**config.mk**
```make
export PLATFORM = sky130hd
export DESIGN_NAME = power_mode_clock_switch
export DESIGN_NICKNAME = d
export VERILOG_FILES = /design/src/logic/power_mode_clock_switch.v
export VERILOG_INCLUDE_DIRS = /design/src /design/src/logic
export SDC_FILE = /design/constraint.sdc
export NUM_CORES = 1
export LEC_CHECK = 0
export ABC_AREA = 0
export BUFFER_PORTS_ARGS = -buffer_cell sky130_fd_sc_hd__buf_2
export CAP_MARGIN = 5
export CORE_ASPECT_RATIO = 0.5
export CORE_MARGIN = 3
export CORE_UTILIZATION = 35
export CTS_CLUSTER_DIAMETER = 30
export CTS_CLUSTER_SIZE = 20
export DETAILED_ROUTE_END_ITERATION = 10
export GPL_TIMING_DRIVEN = 1
export REMOVE_ABC_BUFFERS = 1
export SYNTH_ARGS = -nofsm -noshare
export SYNTH_HDL_FRONTEND = slang
export SYNTH_SLANG_ARGS = --single-unit
```
**constraint.sdc**
```tcl
create_clock -name aclk -period 2.22 [get_ports aclk]
set_input_delay 0.222 -clock aclk [delete_from_list [all_inputs] [get_ports aclk]]
set_output_delay 0.222 -clock aclk [all_outputs]
set_load 0.02 [all_outputs]
```
**src/logic/power_mode_clock_switch_defines.vh**
```
// Purpose: Constants for the power-mode and system-clock switch block
// Assumes: 32-bit AXI4-Lite register port, 200 MHz bus clock
// Notes:   Register offsets are byte addresses
`ifndef POWER_MODE_CLOCK_SWITCH_DEFINES_VH
`define POWER_MODE_CLOCK_SWITCH_DEFINES_VH

// Register byte offsets
`define OSC_CONTROL_REG      8'h00
`define OSC_CONTROL_REG_TWO  8'h04
`define OSC_AUX_REG          8'h08
`define OSC_STATUS_REG       8'h0c

// osc_control_reg fields
`define CPU_HALT_BIT         7
`define FREQ_SEL_HI          6
`define FREQ_SEL_LO          4
`define PRI_FLAG_BIT         3
`define HF_FLAG_BIT          2
`define SRC_SEL_HI           1
`define SRC_SEL_LO           0

// osc_control_reg_two fields
`define SEC_FLAG_BIT         6
`define MF_SEL_BIT           4
`define SEC_FORCE_BIT        3
`define MF_FLAG_BIT          1

// osc_aux_reg fields
`define HF_SRC_BIT           0
`define WDT_EN_BIT           1
`define FSCM_EN_BIT          2

// Reset values
`define OSC_CONTROL_RST      8'h00
`define OSC_CONTROL_TWO_RST  8'h00
`define OSC_AUX_RST          8'h00

// Clock source codes
`define SRC_PRI              2'h0
`define SRC_SEC              2'h1
`define SRC_INT              2'h2
`define SRC_NONE             2'h3

// Power states
`define PW_RUN               2'h0
`define PW_IDLE              2'h1
`define PW_SLEEP             2'h2

// Switch timing, in edges of the outgoing and incoming clock
`define OLD_CLK_EDGES        3'h2
`define NEW_CLK_EDGES        3'h3

// Internal oscillator stabilisation time and bus clock period
`define INT_STABLE_NS        1000
`define ACLK_PERIOD_PS       5000

// AXI responses
`define RESP_OKAY            2'h0
`define RESP_SLVERR          2'h2

`endif

```
**src/logic/power_mode_clock_switch.v**
```verilog
// Purpose: Run, idle and sleep mode control with glitch-free system clock switching
// Assumes: Oscillator clocks and ready levels arrive asynchronously and are sampled on aclk
// Notes:   Registers reached over AXI4-Lite; only the low byte of each word is used
`include "power_mode_clock_switch_defines.vh"

// Summary of operation
// - Halt bit and source field pick mode
// - 00 primary, 01 secondary, 1x internal
// - Source change switches once source runs
// - Sleep: halt 0 sleeps, 1 idles
// - Each sleep uses current halt bit
// - Two old edges plus three new edges
// - Four flags report active clock source
// - Internal flag only when output stable
// - Internal-as-primary sets both primary flags
// - Reset starts primary run unless two-speed
// - Secondary select: switch, stop primary, flags
// - Force-on keeps secondary oscillator running
// - Secondary to primary waits primary ready
// - Upper bit set selects internal run
// - Frequency select changes speed immediately
// - Zero frequency, no hf: low-freq clock
// - Otherwise enable output, mf or hf flag
// - Clocks run while internal stabilises
// - Already stable internal keeps its flag
// - Internal to primary waits primary ready
// - Low-freq oscillator runs for watchdog, monitor
// - Sleep stops source, clears all flags
module power_mode_clock_switch (
  input  wire        aclk,
  input  wire        aresetn,
  input  wire [7:0]  awaddr,
  input  wire        awvalid,
  output wire        awready,
  input  wire [31:0] wdata,
  input  wire [3:0]  wstrb,
  input  wire        wvalid,
  output wire        wready,
  output reg  [1:0]  bresp,
  output reg         bvalid,
  input  wire        bready,
  input  wire [7:0]  araddr,
  input  wire        arvalid,
  output wire        arready,
  output reg  [31:0] rdata,
  output reg  [1:0]  rresp,
  output reg         rvalid,
  input  wire        rready,
  input  wire        sleep_exec,
  input  wire        wake_event,
  input  wire        two_speed_en,
  input  wire        internal_osc_is_primary,
  input  wire        primary_osc_clk,
  input  wire        secondary_osc_clk,
  input  wire        internal_osc_clk,
  input  wire        primary_osc_ready,
  input  wire        secondary_osc_ready,
  output reg  [2:0]  clk_gate_en,
  output reg         primary_osc_en,
  output reg         secondary_osc_en,
  output reg         internal_out_en,
  output reg         low_freq_osc_en,
  output reg  [2:0]  internal_freq,
  output reg         cpu_clk_en,
  output reg         periph_clk_en,
  output reg  [1:0]  power_state,
  output reg  [1:0]  active_source
);

  localparam integer INT_STABLE_CYC =
    (`INT_STABLE_NS * 1000 + `ACLK_PERIOD_PS - 1) / `ACLK_PERIOD_PS;
  localparam [15:0] INT_STABLE_LAST = INT_STABLE_CYC[15:0] - 16'h0001;
  localparam [7:0]  CTRL_RST        = `OSC_CONTROL_RST;
  localparam [1:0] ST_STEADY = 2'h0;
  localparam [1:0] ST_WAIT   = 2'h1;
  localparam [1:0] ST_OLD    = 2'h2;
  localparam [1:0] ST_NEW    = 2'h3;
  reg        halt_q;
  reg [2:0]  freq_q;
  reg [1:0]  scs_q;
  reg        force_q;
  reg        mf_sel_q;
  reg        hf_src_q;
  reg        wdt_q;
  reg        fscm_q;
  reg        pri_flag_q;
  reg        hf_flag_q;
  reg        mf_flag_q;
  reg        sec_flag_q;
  reg [1:0]  sw_st_q;
  reg [1:0]  tgt_q;
  reg [2:0]  edge_cnt_q;
  reg        sec_keep_q;
  reg [15:0] stab_cnt_q;
  reg        int_stable_q;
  reg        aw_hold_q;
  reg [7:0]  aw_addr_q;
  reg        w_hold_q;
  reg [7:0]  w_byte_q;
  reg        w_lane_q;
  // Three-stage samplers: pri clk, sec clk, int clk, pri ready, sec ready
  reg [4:0]  sync1_q;
  reg [4:0]  sync2_q;
  reg [4:0]  sync3_q;
  reg [4:0]  level_q;

  wire [4:0] agree_w    = ~(sync2_q ^ sync3_q);
  wire [4:0] level_d    = (agree_w & sync3_q) | (~agree_w & level_q);
  wire [4:0] rise_w     = level_d & ~level_q;
  wire [2:0] clk_edge_w = rise_w[2:0];
  wire int_en_w   = (freq_q != 3'h0) || hf_src_q;
  wire sleeping_w = (power_state == `PW_SLEEP);
  wire int_on_w   = int_en_w && !sleeping_w;
  wire busy_w     = (sw_st_q != ST_STEADY);
  wire [1:0] cur_w = active_source;
  // Source decode; lower bit ignored when upper bit set
  function [1:0] decode_src(input [1:0] scs);
    if (scs[1])
      decode_src = `SRC_INT;
    else if (scs[0])
      decode_src = `SRC_SEC;
    else
      decode_src = `SRC_PRI;
  endfunction
  // One edge flag per source; none for the stopped state
  function src_edge(input [1:0] src, input [2:0] edges);
    case (src)
      `SRC_PRI: src_edge = edges[0];
      `SRC_SEC: src_edge = edges[1];
      `SRC_INT: src_edge = edges[2];
      default:  src_edge = 1'b0;
    endcase
  endfunction
  function [1:0] reg_slot(input [7:0] addr);
    reg_slot = addr[3:2];
  endfunction
  function reg_hit(input [7:0] addr);
    reg_hit = (addr[7:4] == 4'h0);
  endfunction

  wire [1:0] target_w = sleeping_w ? `SRC_NONE : decode_src(scs_q);

  reg tgt_ready_w;
  always @* begin
    case (tgt_q)
      `SRC_PRI: tgt_ready_w = level_q[3];
      `SRC_SEC: tgt_ready_w = level_q[4] || force_q;
      `SRC_INT: tgt_ready_w = int_en_w ? int_stable_q : 1'b1;
      default:  tgt_ready_w = 1'b1;
    endcase
  end

  // Asynchronous input sampling
  always @(posedge aclk) begin
    if (!aresetn) begin
      sync1_q <= 5'h00;
      sync2_q <= 5'h00;
      sync3_q <= 5'h00;
      level_q <= 5'h00;
    end else begin
      sync1_q <= {secondary_osc_ready, primary_osc_ready, internal_osc_clk,
                  secondary_osc_clk, primary_osc_clk};
      sync2_q <= sync1_q;
      sync3_q <= sync2_q;
      level_q <= level_d;
    end
  end

  // Power mode: sleep instruction samples halt bit each time
  always @(posedge aclk) begin
    if (!aresetn) begin
      power_state <= `PW_RUN;
    end else if (wake_event && power_state != `PW_RUN) begin
      power_state <= `PW_RUN;
    end else if (sleep_exec && power_state == `PW_RUN) begin
      power_state <= halt_q ? `PW_IDLE : `PW_SLEEP;
    end
  end

  // Clock switch: release old source on its edges, then enable new on its edges
  always @(posedge aclk) begin
    if (!aresetn) begin
      sw_st_q       <= ST_STEADY;
      active_source <= two_speed_en ? `SRC_INT : `SRC_PRI;
      tgt_q         <= two_speed_en ? `SRC_INT : `SRC_PRI;
      clk_gate_en   <= two_speed_en ? 3'h4 : 3'h1;
      edge_cnt_q    <= 3'h0;
    end else if (target_w == `SRC_NONE) begin
      if (cur_w != `SRC_NONE) begin
        active_source <= `SRC_NONE;
        clk_gate_en   <= 3'h0;
      end
      sw_st_q    <= ST_STEADY;
      tgt_q      <= `SRC_NONE;
      edge_cnt_q <= 3'h0;
    end else begin
      case (sw_st_q)
        ST_STEADY: begin
          if (target_w != cur_w) begin
            tgt_q   <= target_w;
            sw_st_q <= ST_WAIT;
          end
        end
        ST_WAIT: begin
          edge_cnt_q <= 3'h0;
          if (target_w != tgt_q)
            sw_st_q <= ST_STEADY;
          else if (tgt_ready_w)
            sw_st_q <= (cur_w == `SRC_NONE) ? ST_NEW : ST_OLD;
        end
        ST_OLD: begin
          if (src_edge(cur_w, clk_edge_w)) begin
            if (edge_cnt_q == `OLD_CLK_EDGES - 3'h1) begin
              clk_gate_en <= 3'h0;
              edge_cnt_q  <= 3'h0;
              sw_st_q     <= ST_NEW;
            end else
              edge_cnt_q <= edge_cnt_q + 3'h1;
          end
        end
        ST_NEW: begin
          if (src_edge(tgt_q, clk_edge_w)) begin
            if (edge_cnt_q == `NEW_CLK_EDGES - 3'h1) begin
              clk_gate_en   <= 3'h1 << tgt_q;
              active_source <= tgt_q;
              edge_cnt_q    <= 3'h0;
              sw_st_q       <= ST_STEADY;
            end else
              edge_cnt_q <= edge_cnt_q + 3'h1;
          end
        end
        default: sw_st_q <= ST_STEADY;
      endcase
    end
  end

  // Internal output stabilisation; device clocks keep running meanwhile
  always @(posedge aclk) begin
    if (!aresetn) begin
      stab_cnt_q   <= 16'h0000;
      int_stable_q <= 1'b0;
    end else if (!int_on_w) begin
      stab_cnt_q   <= 16'h0000;
      int_stable_q <= 1'b0;
    end else if (stab_cnt_q == INT_STABLE_LAST) begin
      int_stable_q <= 1'b1;
    end else begin
      stab_cnt_q <= stab_cnt_q + 16'h0001;
    end
  end

  // Status flags and oscillator enables
  wire int_flag_w = int_stable_q && int_en_w &&
                    (cur_w == `SRC_INT || (cur_w == `SRC_PRI && internal_osc_is_primary));

  always @(posedge aclk) begin
    if (!aresetn) begin
      pri_flag_q       <= !two_speed_en;
      hf_flag_q        <= 1'b0;
      mf_flag_q        <= 1'b0;
      sec_flag_q       <= 1'b0;
      sec_keep_q       <= 1'b0;
      primary_osc_en   <= 1'b1;
      secondary_osc_en <= 1'b0;
      internal_out_en  <= 1'b0;
      low_freq_osc_en  <= 1'b0;
      cpu_clk_en       <= 1'b1;
      periph_clk_en    <= 1'b1;
      internal_freq    <= 3'h0;
    end else begin
      pri_flag_q <= (cur_w == `SRC_PRI) && clk_gate_en[0];
      hf_flag_q  <= int_flag_w && !mf_sel_q;
      mf_flag_q  <= int_flag_w && mf_sel_q;
      sec_flag_q <= (cur_w == `SRC_SEC);
      if (cur_w == `SRC_SEC)
        sec_keep_q <= 1'b1;
      primary_osc_en   <= (cur_w == `SRC_PRI) || (busy_w && tgt_q == `SRC_PRI);
      secondary_osc_en <= force_q || sec_keep_q || (cur_w == `SRC_SEC) ||
                          (busy_w && tgt_q == `SRC_SEC);
      internal_out_en  <= int_on_w;
      low_freq_osc_en  <= wdt_q || fscm_q ||
                          (!int_en_w && (cur_w == `SRC_INT ||
                           (busy_w && tgt_q == `SRC_INT)));
      cpu_clk_en       <= (power_state == `PW_RUN) && (clk_gate_en != 3'h0);
      periph_clk_en    <= !sleeping_w && (clk_gate_en != 3'h0);
      internal_freq    <= freq_q;
    end
  end

  // AXI4-Lite write path
  assign awready = !aw_hold_q && !bvalid;
  assign wready  = !w_hold_q && !bvalid;
  wire   do_write_w = aw_hold_q && w_hold_q && !bvalid;

  always @(posedge aclk) begin
    if (!aresetn) begin
      aw_hold_q <= 1'b0;
      aw_addr_q <= 8'h00;
      w_hold_q  <= 1'b0;
      w_byte_q  <= 8'h00;
      w_lane_q  <= 1'b0;
      bvalid    <= 1'b0;
      bresp     <= `RESP_OKAY;
      halt_q    <= CTRL_RST[`CPU_HALT_BIT];
      freq_q    <= CTRL_RST[`FREQ_SEL_HI:`FREQ_SEL_LO];
      scs_q     <= CTRL_RST[`SRC_SEL_HI:`SRC_SEL_LO];
      force_q   <= 1'b0;
      mf_sel_q  <= 1'b0;
      hf_src_q  <= 1'b0;
      wdt_q     <= 1'b0;
      fscm_q    <= 1'b0;
    end else begin
      if (awvalid && awready) begin
        aw_hold_q <= 1'b1;
        aw_addr_q <= awaddr;
      end
      if (wvalid && wready) begin
        w_hold_q <= 1'b1;
        w_byte_q <= wdata[7:0];
        w_lane_q <= wstrb[0];
      end
      if (bvalid && bready)
        bvalid <= 1'b0;
      if (do_write_w) begin
        aw_hold_q <= 1'b0;
        w_hold_q  <= 1'b0;
        bvalid    <= 1'b1;
        bresp     <= reg_hit(aw_addr_q) ? `RESP_OKAY : `RESP_SLVERR;
        if (reg_hit(aw_addr_q) && w_lane_q) begin
          case (reg_slot(aw_addr_q))
            2'h0: begin
              halt_q <= w_byte_q[`CPU_HALT_BIT];
              freq_q <= w_byte_q[`FREQ_SEL_HI:`FREQ_SEL_LO];
              scs_q  <= w_byte_q[`SRC_SEL_HI:`SRC_SEL_LO];
            end
            2'h1: begin
              mf_sel_q <= w_byte_q[`MF_SEL_BIT];
              force_q  <= w_byte_q[`SEC_FORCE_BIT];
            end
            2'h2: begin
              hf_src_q <= w_byte_q[`HF_SRC_BIT];
              wdt_q    <= w_byte_q[`WDT_EN_BIT];
              fscm_q   <= w_byte_q[`FSCM_EN_BIT];
            end
            default: ;
          endcase
        end
      end
    end
  end

  // AXI4-Lite read path
  assign arready = !rvalid;

  reg [7:0] rd_byte_w;
  always @* begin
    rd_byte_w = 8'h00;
    case (reg_slot(araddr))
      2'h0: begin
        rd_byte_w[`CPU_HALT_BIT]              = halt_q;
        rd_byte_w[`FREQ_SEL_HI:`FREQ_SEL_LO]  = freq_q;
        rd_byte_w[`PRI_FLAG_BIT]              = pri_flag_q;
        rd_byte_w[`HF_FLAG_BIT]               = hf_flag_q;
        rd_byte_w[`SRC_SEL_HI:`SRC_SEL_LO]    = scs_q;
      end
      2'h1: begin
        rd_byte_w[`SEC_FLAG_BIT]  = sec_flag_q;
        rd_byte_w[`MF_SEL_BIT]    = mf_sel_q;
        rd_byte_w[`SEC_FORCE_BIT] = force_q;
        rd_byte_w[`MF_FLAG_BIT]   = mf_flag_q;
      end
      2'h2: begin
        rd_byte_w[`HF_SRC_BIT]  = hf_src_q;
        rd_byte_w[`WDT_EN_BIT]  = wdt_q;
        rd_byte_w[`FSCM_EN_BIT] = fscm_q;
      end
      default: rd_byte_w = {2'h0, sw_st_q, power_state, active_source};
    endcase
  end

  always @(posedge aclk) begin
    if (!aresetn) begin
      rvalid <= 1'b0;
      rdata  <= 32'h00000000;
      rresp  <= `RESP_OKAY;
    end else if (arvalid && arready) begin
      rvalid <= 1'b1;
      rdata  <= reg_hit(araddr) ? {24'h000000, rd_byte_w} : 32'h00000000;
      rresp  <= reg_hit(araddr) ? `RESP_OKAY : `RESP_SLVERR;
    end else if (rvalid && rready) begin
      rvalid <= 1'b0;
    end
  end

endmodule

```
-- Yosys cells after proc, flatten, opt, wreduce, memory -nomap -nowiden
Cells that the tools add are included.
- $add $sub $neg: 2
- eq/ne operators: 37
- shifts and indexed selects: 1
- muxes and demuxes: 63
- bitwise logic cells: 9
- reduce and logical (&&, ||, !) cells: 71
- operators by type and width (operator ; count):
    $mux 2 ; 23
    $mux 3 ; 12
    $logic_and 1x1->1 ; 25
    $eq 2x2->1 const B ; 9
    $pmux 1 s3 ; 6
    $add 16x1->16 const B ; 1
    $eq 16x8->1 const B ; 1
    $ne 4x4->1 const B ; 4
    $mux 1 ; 15
    $ne 3x1->1 const B ; 5
    $logic_not 2->1 ; 6
    $ne 2x2->1 const B ; 6
    $reduce_and 3->1 ; 4
    $reduce_and 6->1 ; 2
    $and 5x5->5 ; 2
    $eq 2x1->1 const B ; 5
    $logic_or 1x1->1 ; 10
    $not 5->5 ; 2
    $pmux 3 s3 ; 1
    $reduce_bool 3->1 ; 3
    $logic_not 1->1 ; 8
    $logic_not 4->1 ; 2
    $mux 8 ; 1
    $pmux 2 s4 ; 1
    20 further kinds ; 29
- register bits after elaboration: 133
- input port bits: 68
- output and inout port bits: 57

-- Longest topological paths before layout
- depth in word-level cells: 14
- mapped depth: 6
- mapped depth without buffers: 6

-- Worst setup path before layout
OpenSTA, ideal clock, no wires.
- path type: register -> register
- start: register active_source[0]
- end: register clk_gate_en[0], enable pin
- library setup time: 377 ps
- arrival: 1697 ps
- setup slack: 146 ps
- cell stages (with the launch flop): 6
- cells stage by stage: edfxtp_1 > buf_6 > and4bb_1 > o21ai_2 > o2bb2ai_2 > o311ai_0
- cells in the longest elaborated chain, start to end: 7
- ends and longest elaborated chain (item ; line ; RTL):
    from (decl) ; power_mode_clock_switch.v:67 ; output reg [1:0] active_source
    from (signal assigned) ; power_mode_clock_switch.v:184 ; active_source <= two_speed_en ? `SRC_INT : `SRC_PRI;
    from (signal assigned) ; power_mode_clock_switch.v:190 ; active_source <= `SRC_NONE;
    from (signal assigned) ; power_mode_clock_switch.v:225 ; active_source <= tgt_q;
    $eq 2x2->1, or another cell as far along ; power_mode_clock_switch.v:127 ; case (src)
    $pmux 1 s3 ; power_mode_clock_switch.v:127 ;
    $mux 1 ; power_mode_clock_switch.v:197 ; case (sw_st_q)
    $mux 1 ; power_mode_clock_switch.v:188 ; end else if (target_w == `SRC_NONE) begin
    $mux 1 ; power_mode_clock_switch.v:182 ; if (!aresetn) begin
    $ne 4x4->1 (no source line) ; -- ;
    $reduce_and 6->1 (no source line) * ; -- ;
    to (signal assigned) ; power_mode_clock_switch.v:186 ; clk_gate_en <= two_speed_en ? 3'h4 : 3'h1;
    to (signal assigned) ; power_mode_clock_switch.v:224 ; clk_gate_en <= 3'h1 << tgt_q;
    to (decl) ; power_mode_clock_switch.v:58 ; output reg [2:0] clk_gate_en,
Every way passes the cells marked *; elsewhere a longest branch is shown, timed or not. The select of a mux whose other input is x is not followed.
A chain may end at the register's enable or synchronous reset.

-- Worst setup path after layout
Same ends and word-level chain as after synthesis.

==> results by group <==
Global routing
  • Initial antenna violation count: 0
  • First-pass GRT wire length: between 15 and 20 mm
  • Number of global-route vias before repair: between 3000 and 4000
  • Total congestion overflow: 0
  • Total track usage: 12.8%
  • Largest net degree at the start of global routing: 57

Yosys
  • Syn_area_per_cell: 9.85 µm²
  • Most frequent cell after synthesis: dfxtp_1
  • Ys async rst share: 0%
  • #FFs+latches synth: 105
  • Top cells by count, synth: 98 x dfxtp_1, 40 x nor2b_1, 34 x nor2_1, 31 x mux2i_1, 28 x nand2_1
  • Synth Flop Type: dfxtp_1
  • Post-synthesis sequential area ratio: 46.5%
  • Yosys top cell by area: dfxtp_1
  • Synth area leaders: dfxtp_1 42%, mux2i_1 6.6%, nor2b_1 5.4%, edfxtp_1 4.5%, buf_4 4.3%
  • Synthesized area: 4670 µm²
  • Yosys synthesis warning count: 0
  • Yosys top cell area share: 42.0%
  • Post-synth EDFFs: 7
  • Syn Inst Count: 474
  • Library cells used by synthesis: 74

Timing
  • TNS Setup: 0 ns
  • Worst slew pin tran: about 0.54 ns
  • Final count of pins violating max slew: 0
  • Fin. Hold Viols: 0
  • RSZ-0062 raised after global routing: false
  • Final period util: between 80% and 90%
  • Final min period: about 2.0 ns
  • Final setup fails: 0
  • Hold_ws: 0.0775 ns
  • Worst Skew: approximately 0.0048 ns
  • Max-Slew Margin vs Limit: between 60% and 70%
  • Fmax achieved: 0.512 GHz

Power and ir drop
  • Overall power: 4.25 mW
  • Leak: 2.10 nW
  • Worst vdd ir: 0.419 mV
  • PD cells: between 700 and 800 nW/µm²

Clock network
  • # resized after CTS: 0
  • Clock latency on the worst-skew pair: 0.35 ns
  • Clk buf depth: 2
  • Clock slew at reported path FFs: 0.07 ns
  • Max H-tree Level: 3
  • TritonCTS clock tree: done
  • Postcts setup bufs: 0
  • Cts hold-fix bufs: 0
  • Clk sink count: 105
  • Total CTS buffers: 9
  • Root Buffer: clkbuf_16

Drt
  • Vias: between 3000 and 4000
  • Antenna Nets Post-Route: 0
  • Vias per cell: 4.75
  • Initial DRC Count: 196
  • Routed wire length: 9.36 mm
  • DR pass1 iterations: 4
  • Wire length per cell: between 10 and 15 µm
  • DRC errors left: 0

Cells and area
  • Share of cells above drive strength 1: 20.3%
  • Final design utilization: about two fifths
  • Area delta synth->final: 15.1%
  • # nets final: 607
  • Inserted Diodes: 0
  • Design Area, Final: ~5400 µm²

Floorplan
  • Starting Density: between 30% and 40%
  • Die Ht: 87.7 µm
  • Number of I/O pins: 125
  • Die area: 14800 µm²
  • Die Wd: 169 µm
  • Core box area: roughly 13000 µm²
  • Std cell rows: 29

Worst setup path
  • CP Capture Type: register
  • Worst Setup Start Kind: register
  • Largest fanout on the critical path: 6
  • Kind of critical path: reg2reg
  • WP data required: 2.29 ns
  • Worst EP arrival: 2.02 ns

Worst hold path
  • Hold Path Class: in2reg

Place
  • IO buf count: 67
  • Cell area after placement: 5040 µm²
  • GPL Wtd Cong: 0.815
  • HPWL after DPL: 6.94 mm

Flow run
  • Max_cap viols: 0

Status
  • Status: completed
## power by group
part           internal [mW]  total, mW  switching (mW)
Combinational          0.180      0.443           0.262
Sequential              1.98       2.05          0.0691
Clock                   1.01       1.75           0.740
Total                   3.17       4.25            1.07
## final cells by class
type,count,area [µm²]
clock buffer,9,225
clock inverter,7,109
fill,1258,7470
inverter,12,45.0
multi-input combinational,334,2210
sequential,105,2170
tap,170,213
timing repair buffer,76,403
## final timing paths
| kind | from | end | slack (ns) | depth (start not counted) |
|---|---|---|---|---|
| worst min register to register | sync1_q[0] | sync2_q[0] | 0.43 | 1 |
| worst max register to register | active_source[0] | clk_gate_en[0] | 0.27 | 5 |
| worst min-delay path | internal_osc_clk | sync1_q[2] | 0.08 | 2 |
| worst max-delay path | active_source[0] | clk_gate_en[0] | 0.27 | 5 |
## state kept, by name (all words and copies together), names as in the netlist, 5 cells and up, named ones only
name / flops
stab_cnt_q: 16
rdata: 8
w_byte_q: 8
aw_addr_q: 6
sync1_q: 5
sync2_q: 5
sync3_q: 5
## stage by stage
stage	cells	setup WS, ns
detailed placement	697	0.289
floorplan	451	0.0531
CTS	713	0.286
global placement	697	0.289
finish	713	0.266
global route	713	0.156
## cell usage in the layout, fill, tap and decap left out, types with 3 or more instances in the layout
cell	instances
o21ai_0	16
or3_1	4
inv_1	12
a21oi_1	14
nor2b_1	40
clkbuf_16	9
nor2_1	34
dfxtp_1	98
nand4_1	3
nand2_1	28
buf_2	67
or4_1	3
o211ai_1	3
xor2_1	11
nand3_1	13
a22oi_1	6
nor3_1	6
a21boi_0	6
nor4_1	3
buf_4	9
o311ai_0	3
o21a_1	6
mux2i_1	31
and2_1	19
conb_1	26
edfxtp_1	7
## logic make-up after synthesis
kind of cell,count (synthesis),share of synthesized area (%)
AO/OA/AOI/OAI,79,12.2
adder cells (fa/ha/maj),1,0.268
AND/OR/NAND/NOR,181,22.6
XOR/XNOR,13,2.44
other,1,0.0804
flip-flops,105,46.5
multiplexers,34,7.69
buffers and inverters,60,8.20
## per-layer routing
metal | up-vias | track usage [%] | wire, µm
met5 | - | 0 | 0
met4 | 0 | 4.30 | 147
met3 | 12 | 3.11 | 435
met2 | 76 | 19.9 | 4030
met1 | 1551 | 17.6 | 4740
li1 | 1746 | - | -
## critical path, cell delays in order, from the launching register on
cell and delay [ns]:
edfxtp_1 0.45, nand2b_2 0.23, o31a_1 0.27, o2bb2ai_2 0.18
o311ai_0 0.36, buf_4 0.19
(Power assumes the default switching activity.)
